$ cat config.mk
export PLATFORM = sky130hd
export DESIGN_NAME = spi_instruction_executor
export DESIGN_NICKNAME = d
export VERILOG_FILES = /design/src/design/spi_exec_pkg.sv /design/src/design/spi_instruction_executor.sv
export VERILOG_INCLUDE_DIRS = /design/src /design/src/design
export SDC_FILE = /design/constraint.sdc
export NUM_CORES = 2
export LEC_CHECK = 0
export ABC_AREA = 1
export BUFFER_PORTS_ARGS = -buffer_cell sky130_fd_sc_hd__buf_2
export CORE_MARGIN = 2
export CORE_UTILIZATION = 55
export CTS_CLUSTER_SIZE = 28
export DETAILED_ROUTE_END_ITERATION = 6
export HOLD_SLACK_MARGIN = 0.02
export MAX_ROUTING_LAYER = met4
export PLACE_DENSITY = 0.71
export SLEW_MARGIN = 20
export SYNTH_ARGS = -nofsm -noshare
export SYNTH_HDL_FRONTEND = slang
export SYNTH_SLANG_ARGS = --single-unit
export TNS_END_PERCENT = 10
$ cat constraint.sdc
create_clock -name ref_clk -period 19 [get_ports ref_clk]
set_input_delay 2.85 -clock ref_clk [delete_from_list [all_inputs] [get_ports ref_clk]]
set_output_delay 2.85 -clock ref_clk [all_outputs]
set_load 0.02 [all_outputs]
$ cat src/design/spi_exec_consts.svh
// Constants for the serial instruction executor: opcodes, fields, offsets and reset values.
`ifndef SPI_EXEC_CONSTS_SVH
`define SPI_EXEC_CONSTS_SVH
`define OP_SUPPRESS_ACK   8'h40
`define OP_MASK_SET       8'h41
`define OP_MASK_CLR       8'h42
`define OP_MASK_OR        8'h43
`define OP_MASK_AND       8'h44
`define OP_BIT_SET        8'h45
`define OP_BIT_CLR        8'h46
`define OP_MEM_RD         4'h1
`define OP_MEM_WR         4'h2
`define RX_MASK_ONE       16'h2000
`define MASK_RESET        16'h0000
`define EXC_MISUSE        0
`define EXC_EMPTY         1
`define EXC_BADLOC        2
`define MEM_SIZE          12'h100
`define BIT_REG_LIMIT     12'h020
`define BIT_LAST          3'h7
`define REG_STATUS        12'h000
`define REG_CLEAR         12'h004
`define REG_IRQ_EN        12'h008
`define REG_CONTROL       12'h00c
`define REG_RX_MASK       12'h010
`define CTRL_AUTO_ACK     0
`define RESP_OKAY         2'h0
`define RESP_SLVERR       2'h2
`endif

$ cat src/design/spi_exec_pkg.sv
// Types shared by the serial instruction executor.
`include "spi_exec_consts.svh"
package spi_exec_pkg;
    typedef enum logic [2:0] {
        ST_OP   = 3'h0,
        ST_ARG1 = 3'h1,
        ST_ARG2 = 3'h3,
        ST_DATA = 3'h2,
        ST_SKIP = 3'h6
    } phase_type;

    typedef enum logic [2:0] {
        SEL_NONE, SEL_STATUS, SEL_CLEAR, SEL_IRQ_EN, SEL_CONTROL, SEL_RX_MASK
    } reg_sel_type;

    typedef struct packed {
        logic        sclk_s1;
        logic        sclk_s2;
        logic        sclk_prev;
        logic        cs_s1;
        logic        cs_s2;
        logic        mosi_s1;
        logic        mosi_s2;
        phase_type   phase;
        logic [2:0]  bit_cnt;
        logic [7:0]  rx_shift;
        logic [7:0]  tx_shift;
        logic [7:0]  tx_pending;
        logic [7:0]  opcode;
        logic [7:0]  operand_hi;
        logic [11:0] addr;
        logic [7:0]  hold;
        logic        hold_valid;
        logic [15:0] mask;
        logic        ack_inhibit;
        logic        auto_ack;
        logic [2:0]  exc;
        logic [2:0]  irq_en;
        logic        aw_held;
        logic [11:0] aw_addr;
        logic        w_held;
        logic [31:0] w_data;
        logic [3:0]  w_strb;
        logic        bvalid;
        logic [1:0]  bresp;
        logic        rvalid;
        logic [1:0]  rresp;
        logic [31:0] rdata;
    } state_type;
endpackage

$ cat src/design/spi_instruction_executor.sv
// Serial instruction executor with mask, bit and burst memory instructions.
//
// Local design decisions: the register offsets and register access over AXI4-Lite.
`timescale 1ns/1ps
`include "spi_exec_consts.svh"
// What this block does
// - Suppress strobe blocks acknowledgement of current frame.
// - Suppression lasts only for the current frame.
// - Strobe outside a frame raises misuse, no acknowledgement.
// - Mask set strobe forces mask bit 13 high.
// - Mask clear strobe forces mask bit 13 low.
// - Mask OR instruction ORs 16-bit operand in.
// - Mask AND instruction ANDs 16-bit operand in.
// - Mask cleared to zero raises empty exception.
// - Bit set writes one to selected bit.
// - Bit clear writes zero to selected bit.
// - Bit operations leave other bits untouched.
// - Bit operations reach only addresses 0 to 31.
// - Burst read returns bytes from successive addresses.
// - Even read latches odd byte for next read.
// - Both word bytes come from one instant.
// - Burst write stores byte n at start plus n.
// - Burst write returns original contents before overwrite.
module spi_instruction_executor
    import spi_exec_pkg::*;
(
    input  wire logic        ref_clk,
    input  wire logic        rst,
    input  wire logic        sclk,
    input  wire logic        cs_n,
    input  wire logic        mosi,
    output logic             miso,
    output logic             miso_oe,
    input  wire logic        rx_frame_active,
    output logic             ack_enable,
    output logic [15:0]      rx_mask,
    output logic             irq,
    input  wire logic [11:0] awaddr,
    input  wire logic        awvalid,
    output logic             awready,
    input  wire logic [31:0] wdata,
    input  wire logic [3:0]  wstrb,
    input  wire logic        wvalid,
    output logic             wready,
    output logic [1:0]       bresp,
    output logic             bvalid,
    input  wire logic        bready,
    input  wire logic [11:0] araddr,
    input  wire logic        arvalid,
    output logic             arready,
    output logic [31:0]      rdata,
    output logic [1:0]       rresp,
    output logic             rvalid,
    input  wire logic        rready
);

    // ************************************************************
    // State and memory
    // ************************************************************
    state_type   s_reg;
    state_type   s_next;
    logic [7:0]  mem [0:255];
    logic        mem_we;
    logic [7:0]  mem_wa;
    logic [7:0]  mem_wd;
    logic [7:0]  rd_idx;
    logic [7:0]  mem_rd;
    logic [7:0]  mem_rd_odd;
    logic        sclk_rise;
    logic        sclk_fall;
    logic [7:0]  byte_in;
    logic [7:0]  status_byte;
    logic [15:0] operand;
    logic [11:0] next_addr;
    logic [11:0] start_addr;
    logic [7:0]  bit_sel;
    logic        is_mem_op;
    logic        is_rd;
    logic        ev_suppress_ack_strobe;
    logic        ev_set;
    logic        ev_clr;
    logic        ev_or;
    logic        ev_and;
    logic        ev_bit;
    logic        ev_prep;
    logic        ev_badloc;
    logic        ev_memory_burst_write_instr;
    logic [2:0]  events;
    logic [2:0]  clr_bits;
    logic        aw_fire;
    logic        w_fire;
    logic        have_aw;
    logic        have_w;
    logic [11:0] wr_addr;
    logic [31:0] wr_data;
    reg_sel_type wr_sel;
    reg_sel_type rd_sel;

    function automatic reg_sel_type reg_decode(input logic [11:0] a);
        if (a == `REG_STATUS) begin
            return SEL_STATUS;
        end else if (a == `REG_CLEAR) begin
            return SEL_CLEAR;
        end else if (a == `REG_IRQ_EN) begin
            return SEL_IRQ_EN;
        end else if (a == `REG_CONTROL) begin
            return SEL_CONTROL;
        end else if (a == `REG_RX_MASK) begin
            return SEL_RX_MASK;
        end else begin
            return SEL_NONE;
        end
    endfunction

    assign sclk_rise   = s_reg.sclk_s2 & ~s_reg.sclk_prev;
    assign sclk_fall   = ~s_reg.sclk_s2 & s_reg.sclk_prev;
    assign byte_in     = {s_reg.rx_shift[6:0], s_reg.mosi_s2};
    assign operand     = {s_reg.operand_hi, byte_in};
    assign next_addr   = 12'(s_reg.addr + 12'h001);
    assign start_addr  = {s_reg.addr[11:8], byte_in};
    assign bit_sel     = 8'h01 << byte_in[2:0];
    assign is_mem_op   = (s_reg.opcode[7:4] == `OP_MEM_RD) || (s_reg.opcode[7:4] == `OP_MEM_WR);
    assign is_rd       = s_reg.opcode[7:4] == `OP_MEM_RD;
    assign mem_rd      = mem[rd_idx];
    assign mem_rd_odd  = mem[rd_idx | 8'h01];
    assign status_byte = {1'h0, s_reg.ack_inhibit, s_reg.auto_ack, rx_frame_active,
                          (s_reg.mask == 16'h0000), s_reg.exc};
    assign awready     = ~s_reg.aw_held & ~s_reg.bvalid;
    assign wready      = ~s_reg.w_held & ~s_reg.bvalid;
    assign arready     = ~s_reg.rvalid;
    assign aw_fire     = awvalid & awready;
    assign w_fire      = wvalid & wready;
    assign have_aw     = s_reg.aw_held | aw_fire;
    assign have_w      = s_reg.w_held | w_fire;
    assign wr_addr     = aw_fire ? awaddr : s_reg.aw_addr;
    assign wr_data     = w_fire ? wdata : s_reg.w_data;
    assign wr_sel      = reg_decode(wr_addr);
    assign rd_sel      = reg_decode(araddr);

    // ************************************************************
    // Next-state logic
    // ************************************************************
    always_comb begin
        s_next    = s_reg;
        mem_we    = 1'h0;
        mem_wa    = 8'h00;
        mem_wd    = 8'h00;
        rd_idx    = s_reg.addr[7:0];
        events    = 3'h0;
        clr_bits  = 3'h0;
        ev_suppress_ack_strobe  = 1'h0;
        ev_set    = 1'h0;
        ev_clr    = 1'h0;
        ev_or     = 1'h0;
        ev_and    = 1'h0;
        ev_bit    = 1'h0;
        ev_prep   = 1'h0;
        ev_badloc = 1'h0;
        ev_memory_burst_write_instr  = 1'h0;
        // Pins cross into this clock through two flops before anything reads them.
        s_next.sclk_s1   = sclk;
        s_next.sclk_s2   = s_reg.sclk_s1;
        s_next.sclk_prev = s_reg.sclk_s2;
        s_next.cs_s1     = cs_n;
        s_next.cs_s2     = s_reg.cs_s1;
        s_next.mosi_s1   = mosi;
        s_next.mosi_s2   = s_reg.mosi_s1;
        // Suppression dies with the frame it was issued for.
        s_next.ack_inhibit = s_reg.ack_inhibit & rx_frame_active;
        if (s_reg.cs_s2) begin
            s_next.phase      = ST_OP;
            s_next.bit_cnt    = 3'h0;
            s_next.tx_shift   = status_byte;
            s_next.hold_valid = 1'h0;
        end else if (sclk_rise) begin
            s_next.rx_shift = byte_in;
            s_next.bit_cnt  = 3'(s_reg.bit_cnt + 3'h1);
            if (s_reg.bit_cnt == `BIT_LAST) begin
                s_next.tx_pending = status_byte;
                case (s_reg.phase)
                    ST_OP: begin
                        s_next.opcode     = byte_in;
                        s_next.hold_valid = 1'h0;
                        s_next.phase      = ST_ARG1;
                        if (byte_in[7:4] == `OP_MEM_RD || byte_in[7:4] == `OP_MEM_WR) begin
                            s_next.addr[11:8] = byte_in[3:0];
                        end else if (byte_in == `OP_SUPPRESS_ACK) begin
                            ev_suppress_ack_strobe     = 1'h1;
                            s_next.phase = ST_OP;
                            if (rx_frame_active) begin
                                s_next.ack_inhibit = 1'h1;
                            end else begin
                                events[`EXC_MISUSE] = 1'h1;
                            end
                        end else if (byte_in == `OP_MASK_SET) begin
                            ev_set       = 1'h1;
                            s_next.phase = ST_OP;
                            s_next.mask  = s_reg.mask | `RX_MASK_ONE;
                        end else if (byte_in == `OP_MASK_CLR) begin
                            ev_clr       = 1'h1;
                            s_next.phase = ST_OP;
                            s_next.mask  = s_reg.mask & ~`RX_MASK_ONE;
                            events[`EXC_EMPTY] = s_next.mask == 16'h0000;
                        end else if (byte_in != `OP_MASK_OR && byte_in != `OP_MASK_AND &&
                                     byte_in != `OP_BIT_SET && byte_in != `OP_BIT_CLR) begin
                            // Unknown opcodes are skipped until the host deselects.
                            s_next.phase = ST_SKIP;
                        end
                    end
                    ST_ARG1: begin
                        if (s_reg.opcode == `OP_BIT_SET || s_reg.opcode == `OP_BIT_CLR) begin
                            // A five-bit field cannot leave the low register range.
                            ev_bit       = 1'h1;
                            rd_idx       = {3'h0, byte_in[7:3]};
                            mem_we       = 1'h1;
                            mem_wa       = rd_idx;
                            if (s_reg.opcode == `OP_BIT_SET) begin
                                mem_wd = mem_rd | bit_sel;
                            end else begin
                                mem_wd = mem_rd & ~bit_sel;
                            end
                            s_next.phase = ST_OP;
                        end else if (is_mem_op) begin
                            s_next.addr[7:0] = byte_in;
                            if (start_addr >= `MEM_SIZE) begin
                                ev_badloc = 1'h1;
                                events[`EXC_BADLOC] = 1'h1;
                                s_next.phase = ST_SKIP;
                            end else begin
                                ev_prep      = 1'h1;
                                rd_idx       = start_addr[7:0];
                                s_next.phase = ST_DATA;
                            end
                        end else begin
                            s_next.operand_hi = byte_in;
                            s_next.phase      = ST_ARG2;
                        end
                    end
                    ST_ARG2: begin
                        s_next.phase = ST_OP;
                        if (s_reg.opcode == `OP_MASK_OR) begin
                            ev_or       = 1'h1;
                            s_next.mask = s_reg.mask | operand;
                        end else begin
                            ev_and      = 1'h1;
                            s_next.mask = s_reg.mask & operand;
                            events[`EXC_EMPTY] = s_next.mask == 16'h0000;
                        end
                    end
                    ST_DATA: begin
                        if (!is_rd) begin
                            ev_memory_burst_write_instr = 1'h1;
                            mem_we   = 1'h1;
                            mem_wa   = s_reg.addr[7:0];
                            mem_wd   = byte_in;
                        end
                        if (next_addr >= `MEM_SIZE || next_addr == 12'h000) begin
                            ev_badloc = 1'h1;
                            events[`EXC_BADLOC] = 1'h1;
                            s_next.phase = ST_SKIP;
                        end else begin
                            ev_prep     = 1'h1;
                            rd_idx      = next_addr[7:0];
                            s_next.addr = next_addr;
                        end
                    end
                    default: begin
                        s_next.phase = ST_SKIP;
                    end
                endcase
                if (ev_prep) begin
                    // The byte is fetched before the write of this slot lands.
                    s_next.tx_pending = mem_rd;
                    if (is_rd && rd_idx[0] && s_reg.hold_valid) begin
                        s_next.tx_pending = s_reg.hold;
                        s_next.hold_valid = 1'h0;
                    end else if (is_rd && !rd_idx[0]) begin
                        s_next.hold       = mem_rd_odd;
                        s_next.hold_valid = 1'h1;
                    end else begin
                        s_next.hold_valid = 1'h0;
                    end
                end
            end
        end else if (sclk_fall) begin
            if (s_reg.bit_cnt == 3'h0) begin
                s_next.tx_shift = s_reg.tx_pending;
            end else begin
                s_next.tx_shift = {s_reg.tx_shift[6:0], 1'h0};
            end
        end
        // Register bus: address and data may arrive in either order.
        if (aw_fire) begin
            s_next.aw_held = 1'h1;
            s_next.aw_addr = awaddr;
        end
        if (w_fire) begin
            s_next.w_held = 1'h1;
            s_next.w_data = wdata;
            s_next.w_strb = wstrb;
        end
        if (s_reg.bvalid && bready) begin
            s_next.bvalid = 1'h0;
        end
        if (have_aw && have_w && !s_reg.bvalid) begin
            s_next.aw_held = 1'h0;
            s_next.w_held  = 1'h0;
            s_next.bvalid  = 1'h1;
            s_next.bresp   = `RESP_OKAY;
            // Every writable field sits in the low byte lane, so only that strobe matters.
            if ((w_fire ? wstrb[0] : s_reg.w_strb[0]) && wr_sel == SEL_CLEAR) begin
                clr_bits = wr_data[2:0];
            end else if ((w_fire ? wstrb[0] : s_reg.w_strb[0]) && wr_sel == SEL_IRQ_EN) begin
                s_next.irq_en = wr_data[2:0];
            end else if ((w_fire ? wstrb[0] : s_reg.w_strb[0]) && wr_sel == SEL_CONTROL) begin
                s_next.auto_ack = wr_data[`CTRL_AUTO_ACK];
            end else if (wr_sel == SEL_NONE || wr_addr[1:0] != 2'h0) begin
                s_next.bresp = `RESP_SLVERR;
            end
        end
        if (s_reg.rvalid && rready) begin
            s_next.rvalid = 1'h0;
        end
        if (arvalid && arready) begin
            s_next.rvalid = 1'h1;
            s_next.rresp  = `RESP_OKAY;
            s_next.rdata  = 32'h0000_0000;
            if (rd_sel == SEL_STATUS) begin
                s_next.rdata[2:0] = s_reg.exc;
            end else if (rd_sel == SEL_IRQ_EN) begin
                s_next.rdata[2:0] = s_reg.irq_en;
            end else if (rd_sel == SEL_CONTROL) begin
                s_next.rdata[`CTRL_AUTO_ACK] = s_reg.auto_ack;
            end else if (rd_sel == SEL_RX_MASK) begin
                s_next.rdata[15:0] = s_reg.mask;
            end else if (rd_sel == SEL_NONE) begin
                s_next.rresp = `RESP_SLVERR;
            end
        end
        // A new event beats a clear written in the same cycle.
        s_next.exc = (s_reg.exc & ~clr_bits) | events;
    end

    always_ff @(posedge ref_clk) begin
        if (rst) begin
            s_reg       <= '0;
            s_reg.cs_s1 <= 1'h1;
            s_reg.cs_s2 <= 1'h1;
            s_reg.mask  <= `MASK_RESET;
        end else begin
            s_reg <= s_next;
        end
    end

    always_ff @(posedge ref_clk) begin
        if (mem_we && !rst) begin
            mem[mem_wa] <= mem_wd;
        end
    end

    assign miso       = s_reg.tx_shift[7];
    assign miso_oe    = ~s_reg.cs_s2;
    assign ack_enable = s_reg.auto_ack & ~s_reg.ack_inhibit;
    assign rx_mask    = s_reg.mask;
    assign irq        = |(s_reg.exc & s_reg.irq_en);
    assign bvalid     = s_reg.bvalid;
    assign bresp      = s_reg.bresp;
    assign rvalid     = s_reg.rvalid;
    assign rdata      = s_reg.rdata;
    assign rresp      = s_reg.rresp;

    // ************************************************************
    // Checks
    // ************************************************************
    a_ack_blocked: assert property (
        @(posedge ref_clk) disable iff (rst)
        (ev_suppress_ack_strobe && rx_frame_active) |=> (s_reg.ack_inhibit && !ack_enable))
        else $error("acknowledge not suppressed after strobe");

    a_inhibit_frame_end: assert property (
        @(posedge ref_clk) disable iff (rst)
        !rx_frame_active |=> !s_reg.ack_inhibit)
        else $error("suppression outlived its frame");

    a_misuse_raise: assert property (
        @(posedge ref_clk) disable iff (rst)
        (ev_suppress_ack_strobe && !rx_frame_active) |=> (s_reg.exc[`EXC_MISUSE] && !s_reg.ack_inhibit))
        else $error("misuse not raised for strobe outside frame");

    a_mask_force_high: assert property (
        @(posedge ref_clk) disable iff (rst)
        ev_set |=> s_reg.mask == ($past(s_reg.mask) | `RX_MASK_ONE))
        else $error("mask set strobe wrong result");

    a_mask_force_low: assert property (
        @(posedge ref_clk) disable iff (rst)
        ev_clr |=> s_reg.mask == ($past(s_reg.mask) & ~`RX_MASK_ONE))
        else $error("mask clear strobe wrong result");

    a_mask_or_result: assert property (
        @(posedge ref_clk) disable iff (rst)
        ev_or |=> s_reg.mask == ($past(s_reg.mask) | $past(operand)))
        else $error("mask OR wrong result");

    a_mask_and_result: assert property (
        @(posedge ref_clk) disable iff (rst)
        ev_and |=> s_reg.mask == ($past(s_reg.mask) & $past(operand)))
        else $error("mask AND wrong result");

    a_empty_raise: assert property (
        @(posedge ref_clk) disable iff (rst)
        ((ev_and || ev_clr) && s_next.mask == 16'h0000) |=> s_reg.exc[`EXC_EMPTY])
        else $error("empty mask exception missing");

    a_bit_only_one: assert property (
        @(posedge ref_clk) disable iff (rst)
        ev_bit |-> (mem_we && ((mem_wd ^ mem_rd) & ~bit_sel) == 8'h00 &&
                    (((mem_wd & bit_sel) != 8'h00) == (s_reg.opcode == `OP_BIT_SET))))
        else $error("bit operation touched other bits or wrong value");

    a_bit_range: assert property (
        @(posedge ref_clk) disable iff (rst)
        ev_bit |-> {4'h0, mem_wa} < `BIT_REG_LIMIT)
        else $error("bit operation outside low register range");

    a_burst_next: assert property (
        @(posedge ref_clk) disable iff (rst)
        (ev_prep && s_reg.phase == ST_DATA) |-> {4'h0, rd_idx} == next_addr)
        else $error("burst did not advance by one");

    a_word_atomic: assert property (
        @(posedge ref_clk) disable iff (rst)
        (ev_prep && is_rd && rd_idx[0] && s_reg.hold_valid)
            |=> s_reg.tx_pending == $past(s_reg.hold))
        else $error("odd byte not taken from latched copy");

    a_write_addr: assert property (
        @(posedge ref_clk) disable iff (rst)
        ev_memory_burst_write_instr |-> (mem_we && mem_wa == s_reg.addr[7:0] && mem_wd == byte_in))
        else $error("burst write to wrong location");

    a_status_first: assert property (
        @(posedge ref_clk) disable iff (rst)
        s_reg.cs_s2 |=> s_reg.tx_shift == $past(status_byte))
        else $error("status byte not loaded before instruction");

    a_badloc_raise: assert property (
        @(posedge ref_clk) disable iff (rst)
        ev_badloc |=> (s_reg.exc[`EXC_BADLOC] && s_reg.phase == ST_SKIP))
        else $error("bad location not raised or access continued");

endmodule

---- Yosys cells after proc, flatten, opt, wreduce, memory -nomap -nowiden ----
Memory sizes are Yosys's and may differ from the RTL's. A register that Yosys moved wholly into a read port is not among the register bits.
Cells that the tools add are included.
word-level totals
  output and inout port bits .............. 61
  bits in writable memories ............... 2048
  word-level logic and storage cells ...... 305
  flip-flop bits (word level) ............. 129
  bits of input ports ..................... 71
  memories ................................ 1
memories
  name  depth  bits a word  read ports  clocked after memory_dff  write ports  line                            text
  mem   256    8            2           1                         1            spi_instruction_executor.sv:62  logic [7:0] mem [0:255];
cells by class
  add/subtract/negate cells ............... 2
  shifts and indexed selects .............. 1
  multiplexer cells ....................... 130
  magnitude comparators ................... 2
  bitwise gates (word level) .............. 34
  reductions and logical operators ........ 59
  eq/ne operators ......................... 42
operator list
  kind                                                                 number
  two-way mux 8 bit                                                    25
  two-way mux 3 bit                                                    28
  case mux 8 bit (2 select lines)                                      4
  == test 12 x 4 -> 1 bit (second input constant)                      4
  == test 8 x 7 -> 1 bit (second input constant)                       6
  logical NOT 16 bit                                                   3
  two-way mux 14 bit                                                   3
  two-way mux 1 bit                                                    39
  logical NOT 12 bit                                                   3
  two-way mux 35 bit                                                   1
  two-way mux 16 bit                                                   2
  != test 8 x 7 -> 1 bit (second input constant)                       4
  case mux 16 bit (2 select lines)                                     1
  two-way mux 15 bit                                                   2
  two-way mux 13 bit                                                   2
  == test 12 x 3 -> 1 bit (second input constant)                      2
  == test 12 x 5 -> 1 bit (second input constant)                      2
  greater-or-equal comparator 12 x 9 -> 1 bit (second input constant)  2
  two-way mux 12 bit                                                   2
  two-way mux 7 bit                                                    3
  two-way mux 2 bit                                                    10
  AND reduction 6 bit                                                  3
  AND 16 bit                                                           1
  != test 2 bit (second input constant)                                8
  36 further kinds                                                     110

---- Depth between registers and ports, before layout ----
An unclocked memory read counts as a cell.
  depth in word-level cells ............... 19
  gate-level depth with buffers ........... 30

---- Worst setup path after synthesis ----
OpenSTA, ideal clock, no wires.
  kind .................................... register to register
  from .................................... register s_reg[122] (netlist bit)
  to ...................................... memory mem[0][3] (data pin)
  setup slack ............................. 7714 ps
  clock period less this slack ............ 11286 ps
  arrival ................................. 9713 ps
  stages on the path, launching flop included .. 27
  required time ........................... 17427 ps
  cell sequence ........................... dfxtp_1 ha_1 nand3_1 nor2_1 nand3_1 nand2_1 nand2_1 nor2_4 nand2_2 nand2_4 nand2_4 nand2_4 nand2_4 buf_6 buf_6 buf_2 a21oi_1 o21ai_1 nand2_1 nand3_1 nand3_1 nand3_1 nand3_1 nand3_1 nand3_1 nand2_1 a21oi_1
on the way
  cells in the longest elaborated chain, start to end .. 19
  elaborated cells between the ends (all ways) .. 24
  classes of those cells .................. 1 x add/sub; 1 x order compare; 17 x mux; 2 x bitwise; 2 x reduce/logical; 1 x memory
ends and longest elaborated chain
  what                                                                                         line                                                              text
  start: declaration                                                                           spi_instruction_executor.sv:60                                    state_type s_reg;
  start signal: assignment                                                                     spi_instruction_executor.sv:351                                   s_reg <= s_next;
  adder 12 x 1 -> 12 bit                                                                       spi_instruction_executor.sv:119                                   assign next_addr = 12'(s_reg.addr + 12'h001);
  greater-or-equal comparator 12 x 9 -> 1 bit (no line) or logical NOT 12 bit (tied branches)  -
  logical OR 1 bit                                                                             spi_instruction_executor.sv:257                                   if (next_addr >= `MEM_SIZE || next_addr == 12'h000) begin
  two-way mux 8 bit                                                                            spi_instruction_executor.sv:257
  case mux 8 bit (2 select lines)                                                              spi_instruction_executor.sv:180                                   case (s_reg.phase)
  two-way mux 8 bit                                                                            spi_instruction_executor.sv:178                                   if (s_reg.bit_cnt == `BIT_LAST) begin
  two-way mux 8 bit                                                                            spi_instruction_executor.sv:175                                   end else if (sclk_rise) begin
  two-way mux 8 bit                                                                            spi_instruction_executor.sv:170                                   if (s_reg.cs_s2) begin
  [... 4 more ...]                                                                             -
  AND 8 bit or OR 8 bit (tied branches)                                                        spi_instruction_executor.sv:220, spi_instruction_executor.sv:218
  two-way mux 8 bit *                                                                          spi_instruction_executor.sv:217                                   if (s_reg.opcode == `OP_BIT_SET) begin
  two-way mux 8 bit *                                                                          spi_instruction_executor.sv:211                                   if (s_reg.opcode == `OP_BIT_SET || s_reg.opcode == `OP_BIT_CLR) begin
  case mux 8 bit (2 select lines) *                                                            spi_instruction_executor.sv:180
  two-way mux 8 bit *                                                                          spi_instruction_executor.sv:178
  two-way mux 8 bit *                                                                          spi_instruction_executor.sv:175
  two-way mux 8 bit *                                                                          spi_instruction_executor.sv:170
  named net mem_wd[3]                                                                          spi_instruction_executor.sv:65                                    logic [7:0] mem_wd;
  end: declaration                                                                             spi_instruction_executor.sv:62
Mark *: on every way through the listed nets, which the timed path passes. The rest lies on a longest branch. The select of a mux whose other input is x is not followed.

---- Worst setup path after layout ----
  from .................................... register s_reg (netlist bit s_next[183])
  to ...................................... memory mem[112][0] (data pin)
on the way
  cells in the longest elaborated chain, start to end .. 11
  elaborated cells between the ends (all ways) .. 12
  classes of those cells .................. 8 x mux; 3 x bitwise; 1 x memory
ends and longest elaborated chain
  what                                   line                                                              text
  AND 1 bit *                            spi_instruction_executor.sv:115                                   assign sclk_rise = s_reg.sclk_s2 & ~s_reg.sclk_prev;
  two-way mux 8 bit                      spi_instruction_executor.sv:175
  two-way mux 8 bit                      spi_instruction_executor.sv:170
  memory read (256 x 8 bit)              -
  AND 8 bit or OR 8 bit (tied branches)  spi_instruction_executor.sv:220, spi_instruction_executor.sv:218
  two-way mux 8 bit                      spi_instruction_executor.sv:217
  two-way mux 8 bit                      spi_instruction_executor.sv:211
  case mux 8 bit (2 select lines)        spi_instruction_executor.sv:180
  two-way mux 8 bit                      spi_instruction_executor.sv:178
  two-way mux 8 bit *                    spi_instruction_executor.sv:175
  two-way mux 8 bit *                    spi_instruction_executor.sv:170
  named net mem_wd[0]                    spi_instruction_executor.sv:65
Mark *: on every way through the listed nets, which the timed path passes. The rest lies on a longest branch.

==> reports/results.tsv <==
stage	metric	value	unit
drt	avgViaCountPerCell	5.929	
synthesis	async_reset_ff_share	0	%
cells_and_area	fin_util	59.96	%
clocking	postCtsHoldBufs	0	
timing	setup_viol	0	
placed_design	gp_congestion	0.9499	
setup_path	end_kind	flop	
synthesis	yosysUniqueCellTypes	50	
grt	grt_pass1_wl	406400	um
setup_path	cp-start-kind	flop	
clocking	cts_made_buffers	215	
clocking	post_cts_resized	0	
drt	dr_total_vias	70250	
synthesis	seq_area_frac_synth	65.09	%
floorplan	rows	155	
timing	finalMaxSlewViolations	0	
drt	wl	276100	um
timing	fin_crit_sh	56.19	%
floorplan	die_w	427.5	um
drt	final_antenna_net_count	0	
cells_and_area	finalNetCount	9389	
cells_and_area	largest_register_ffs	2048	
grt	antenna_found_initial	4	
synthesis	synthCells	9546	
grt	grt_max_degree	180	
setup_path	cp.required	19.51	ns
power_and_ir_drop	p_leak	0.04067	uW
synthesis	yosys_warnings	0	
grt	grt_use_total	30.75	%
drt	drtPass1Iterations	7	
placed_design	dpl_cell_area	0.1000	sq mm
clocking	numClockSinks	2183	
timing	finalSetupTns	0	ns
timing	clock_skew	0.05315	ns
clocking	clkSlewWorstSetupHoldPaths	0.06	ns
floorplan	die_h	427.5	um
hold_path	worstHoldPathType	flop to flop	
grt	overflow	0	
placed_design	dp.final_hpwl	161700	um
floorplan	initial_core_util	55.34	%
synthesis	synth_edf_count	2048	
cells_and_area	area_growth	8.351	%
clocking	clock_path_buffers	3	
synthesis	synth-seq-cells	2183	
floorplan	core	0.1782	sq mm
drt	drc	7	
synthesis	syn_area	0.09863	sq mm
hold_path	hold_start	s_next[184]	
drt	drt_iter0_markers	9703	
setup_path	worstSetupPathType	flop to flop	
floorplan	die_area	0.1827	sq mm
timing	timing.hold.ws	0.4154	ns
clocking	cts_setup_buffers	0	
timing	grt_setup_unrepaired	false	
clocking	clk_latency	0.89	ns
clocking	cts_max_level	4	
power_and_ir_drop	ir_worst_vdd	0.00008792	V
placed_design	io_buffers	81	
setup_path	crit_start	s_next[183]	
power_and_ir_drop	power_density	87.96	mW/mm^2
timing	fmax	93.66	MHz
cells_and_area	final_cell_mix	2,050 x nand3_1, 2,048 x edfxtp_1, 1,805 x nand2_1	
cells_and_area	final_area	0.1069	sq mm
floorplan	io-pin-count	132	
grt	first_global_vias	64490	
timing	max-slew-margin-rel	19.11	%
run_status	status	complete, but fails checks	
cells_and_area	drive_above_1_share	5.818	%
timing	worst_slew_pin_slew	1.209	ns
setup_path	worstPathArrival	11.19	ns
setup_path	path_max_fanout	83	
timing	final_hold_viol_count	0	
clocking	clockRootBuffer	clkbuf_16	
clocking	cts_tree	done	
job	max_cap_violations	0	
run_status	violations	design-rule violations	
setup_path	timing.rr.start	s_next[183]	
synthesis	syn_area_per_cell	10.33	sq um
drt	wire_per_inst	23.30	um
synthesis	ys.flop_type	edfxtp_1	
cells_and_area	final_common_cell	nand3_1	
timing	finalWorstPathRequiredPeriod	10.68	ns
-- power by group --
part / switching, uW / internal [uW] / total, uW
sequential: 4.33 / 5180 / 5190
clock: 1820 / 2330 / 4150
combinational: 45.1 / 18.4 / 63.5
total: 1870 / 7530 / 9400
-- per-stage QoR --
step                      total power [uW]  cells  setup slack, ns
after detailed placement              5352  11450            8.642
final                                 9400  11850            8.323
after global routing                  9610  11850            7.890
after CTS                             9425  11840            8.509
after floorplan                       5335   9563            7.714
after global placement                5351  11450            8.743
-- worst max-delay path, stage by stage, from the launching register on --
cell and delay (ns):
dfxtp_1 0.30, inv_1 0.06, nor2_1 0.17, inv_1 0.17
nor2_2 0.43, inv_1 0.11, nor2_2 0.14, nand2_1 0.57
inv_2 0.60, nand2_8 0.34, nand2_8 0.47, buf_4 0.58
buf_4 0.67, buf_4 0.63, buf_4 0.65, o211ai_1 0.17
nand3_1 0.23, nand3_1 0.14, nand3_1 0.14, nand3_1 0.09
nand3_1 0.26, nand3_1 0.24, nand3_1 0.13, nand2_1 0.11
a21oi_4 0.90, buf_4 0.79, buf_4 0.94
-- metal layers --
metal  vias to the layer above  part of all wire (%)  wire [um]  global-route usage, %
li1                      32290                     -          -                      -
met1                     33540                    39     106400                  40.48
met2                      3830                    46     126500                  46.21
met3                       591                    11      30130                  6.493
met4                         0                   4.7      13100                  13.60
met5                         -                     0          0                      -
-- logic make-up after synthesis --
group           synth area share (%)
simple gates                   22.14
flops                          65.09
buf+inv                        8.033
compound gates                 4.536
mux                           0.1116
fa+ha+maj                    0.05075
xor+xnor                     0.02665
other cells                 0.003802
-- cells in the mapped netlist (5+ instances only) --
cell type | instances | share of area [%]
nand3_1 | 2051 | 10
edfxtp_1 | 2048 | 62
nand2_1 | 1814 | 6.9
inv_1 | 1227 | 4.7
nor2_1 | 404 | 1.5
nand3b_1 | 364 | 2.8
buf_2 | 322 | 1.6
o211ai_1 | 278 | 2.1
clkbuf_1 | 202 | 0.77
a21oi_1 | 197 | 1.0
dfxtp_1 | 135 | 2.7
o21ai_0 | 124 | 0.63
buf_4 | 73 | 0.56
o21ai_1 | 71 | 0.36
buf_1 | 54 | 0.21
nand4_1 | 17 | 0.11
nor3_1 | 16 | 0.081
or2_2 | 15 | 0.095
nor4_1 | 14 | 0.089
o21a_1 | 14 | 0.11
buf_6 | 13 | 0.15
o31ai_1 | 13 | 0.099
a31oi_1 | 11 | 0.070
mux2i_1 | 11 | 0.11
inv_2 | 9 | 0.034
a311oi_1 | 5 | 0.044
-- final timing paths --
path	cells past startpoint	to	slack, ns
max	26	mem[112][0]	8.32
min	2	s_next[183]	0.42
max reg2reg	26	mem[112][0]	8.32
min reg2reg	2	s_next[183]	0.42
-- layout make-up --
class / instances / area, sq um
multi-input cells: 5476 / 26770
well taps: 2355 / 2947
clock inverters: 128 / 1157
repair buffers: 199 / 1466
diodes: 5 / 12.51
clock buffers: 263 / 5633
fillers: 14240 / 71360
inverters: 1239 / 4683
flip-flops and latches: 2183 / 64200
No activity file was read; power rests on OpenSTA's default activity.
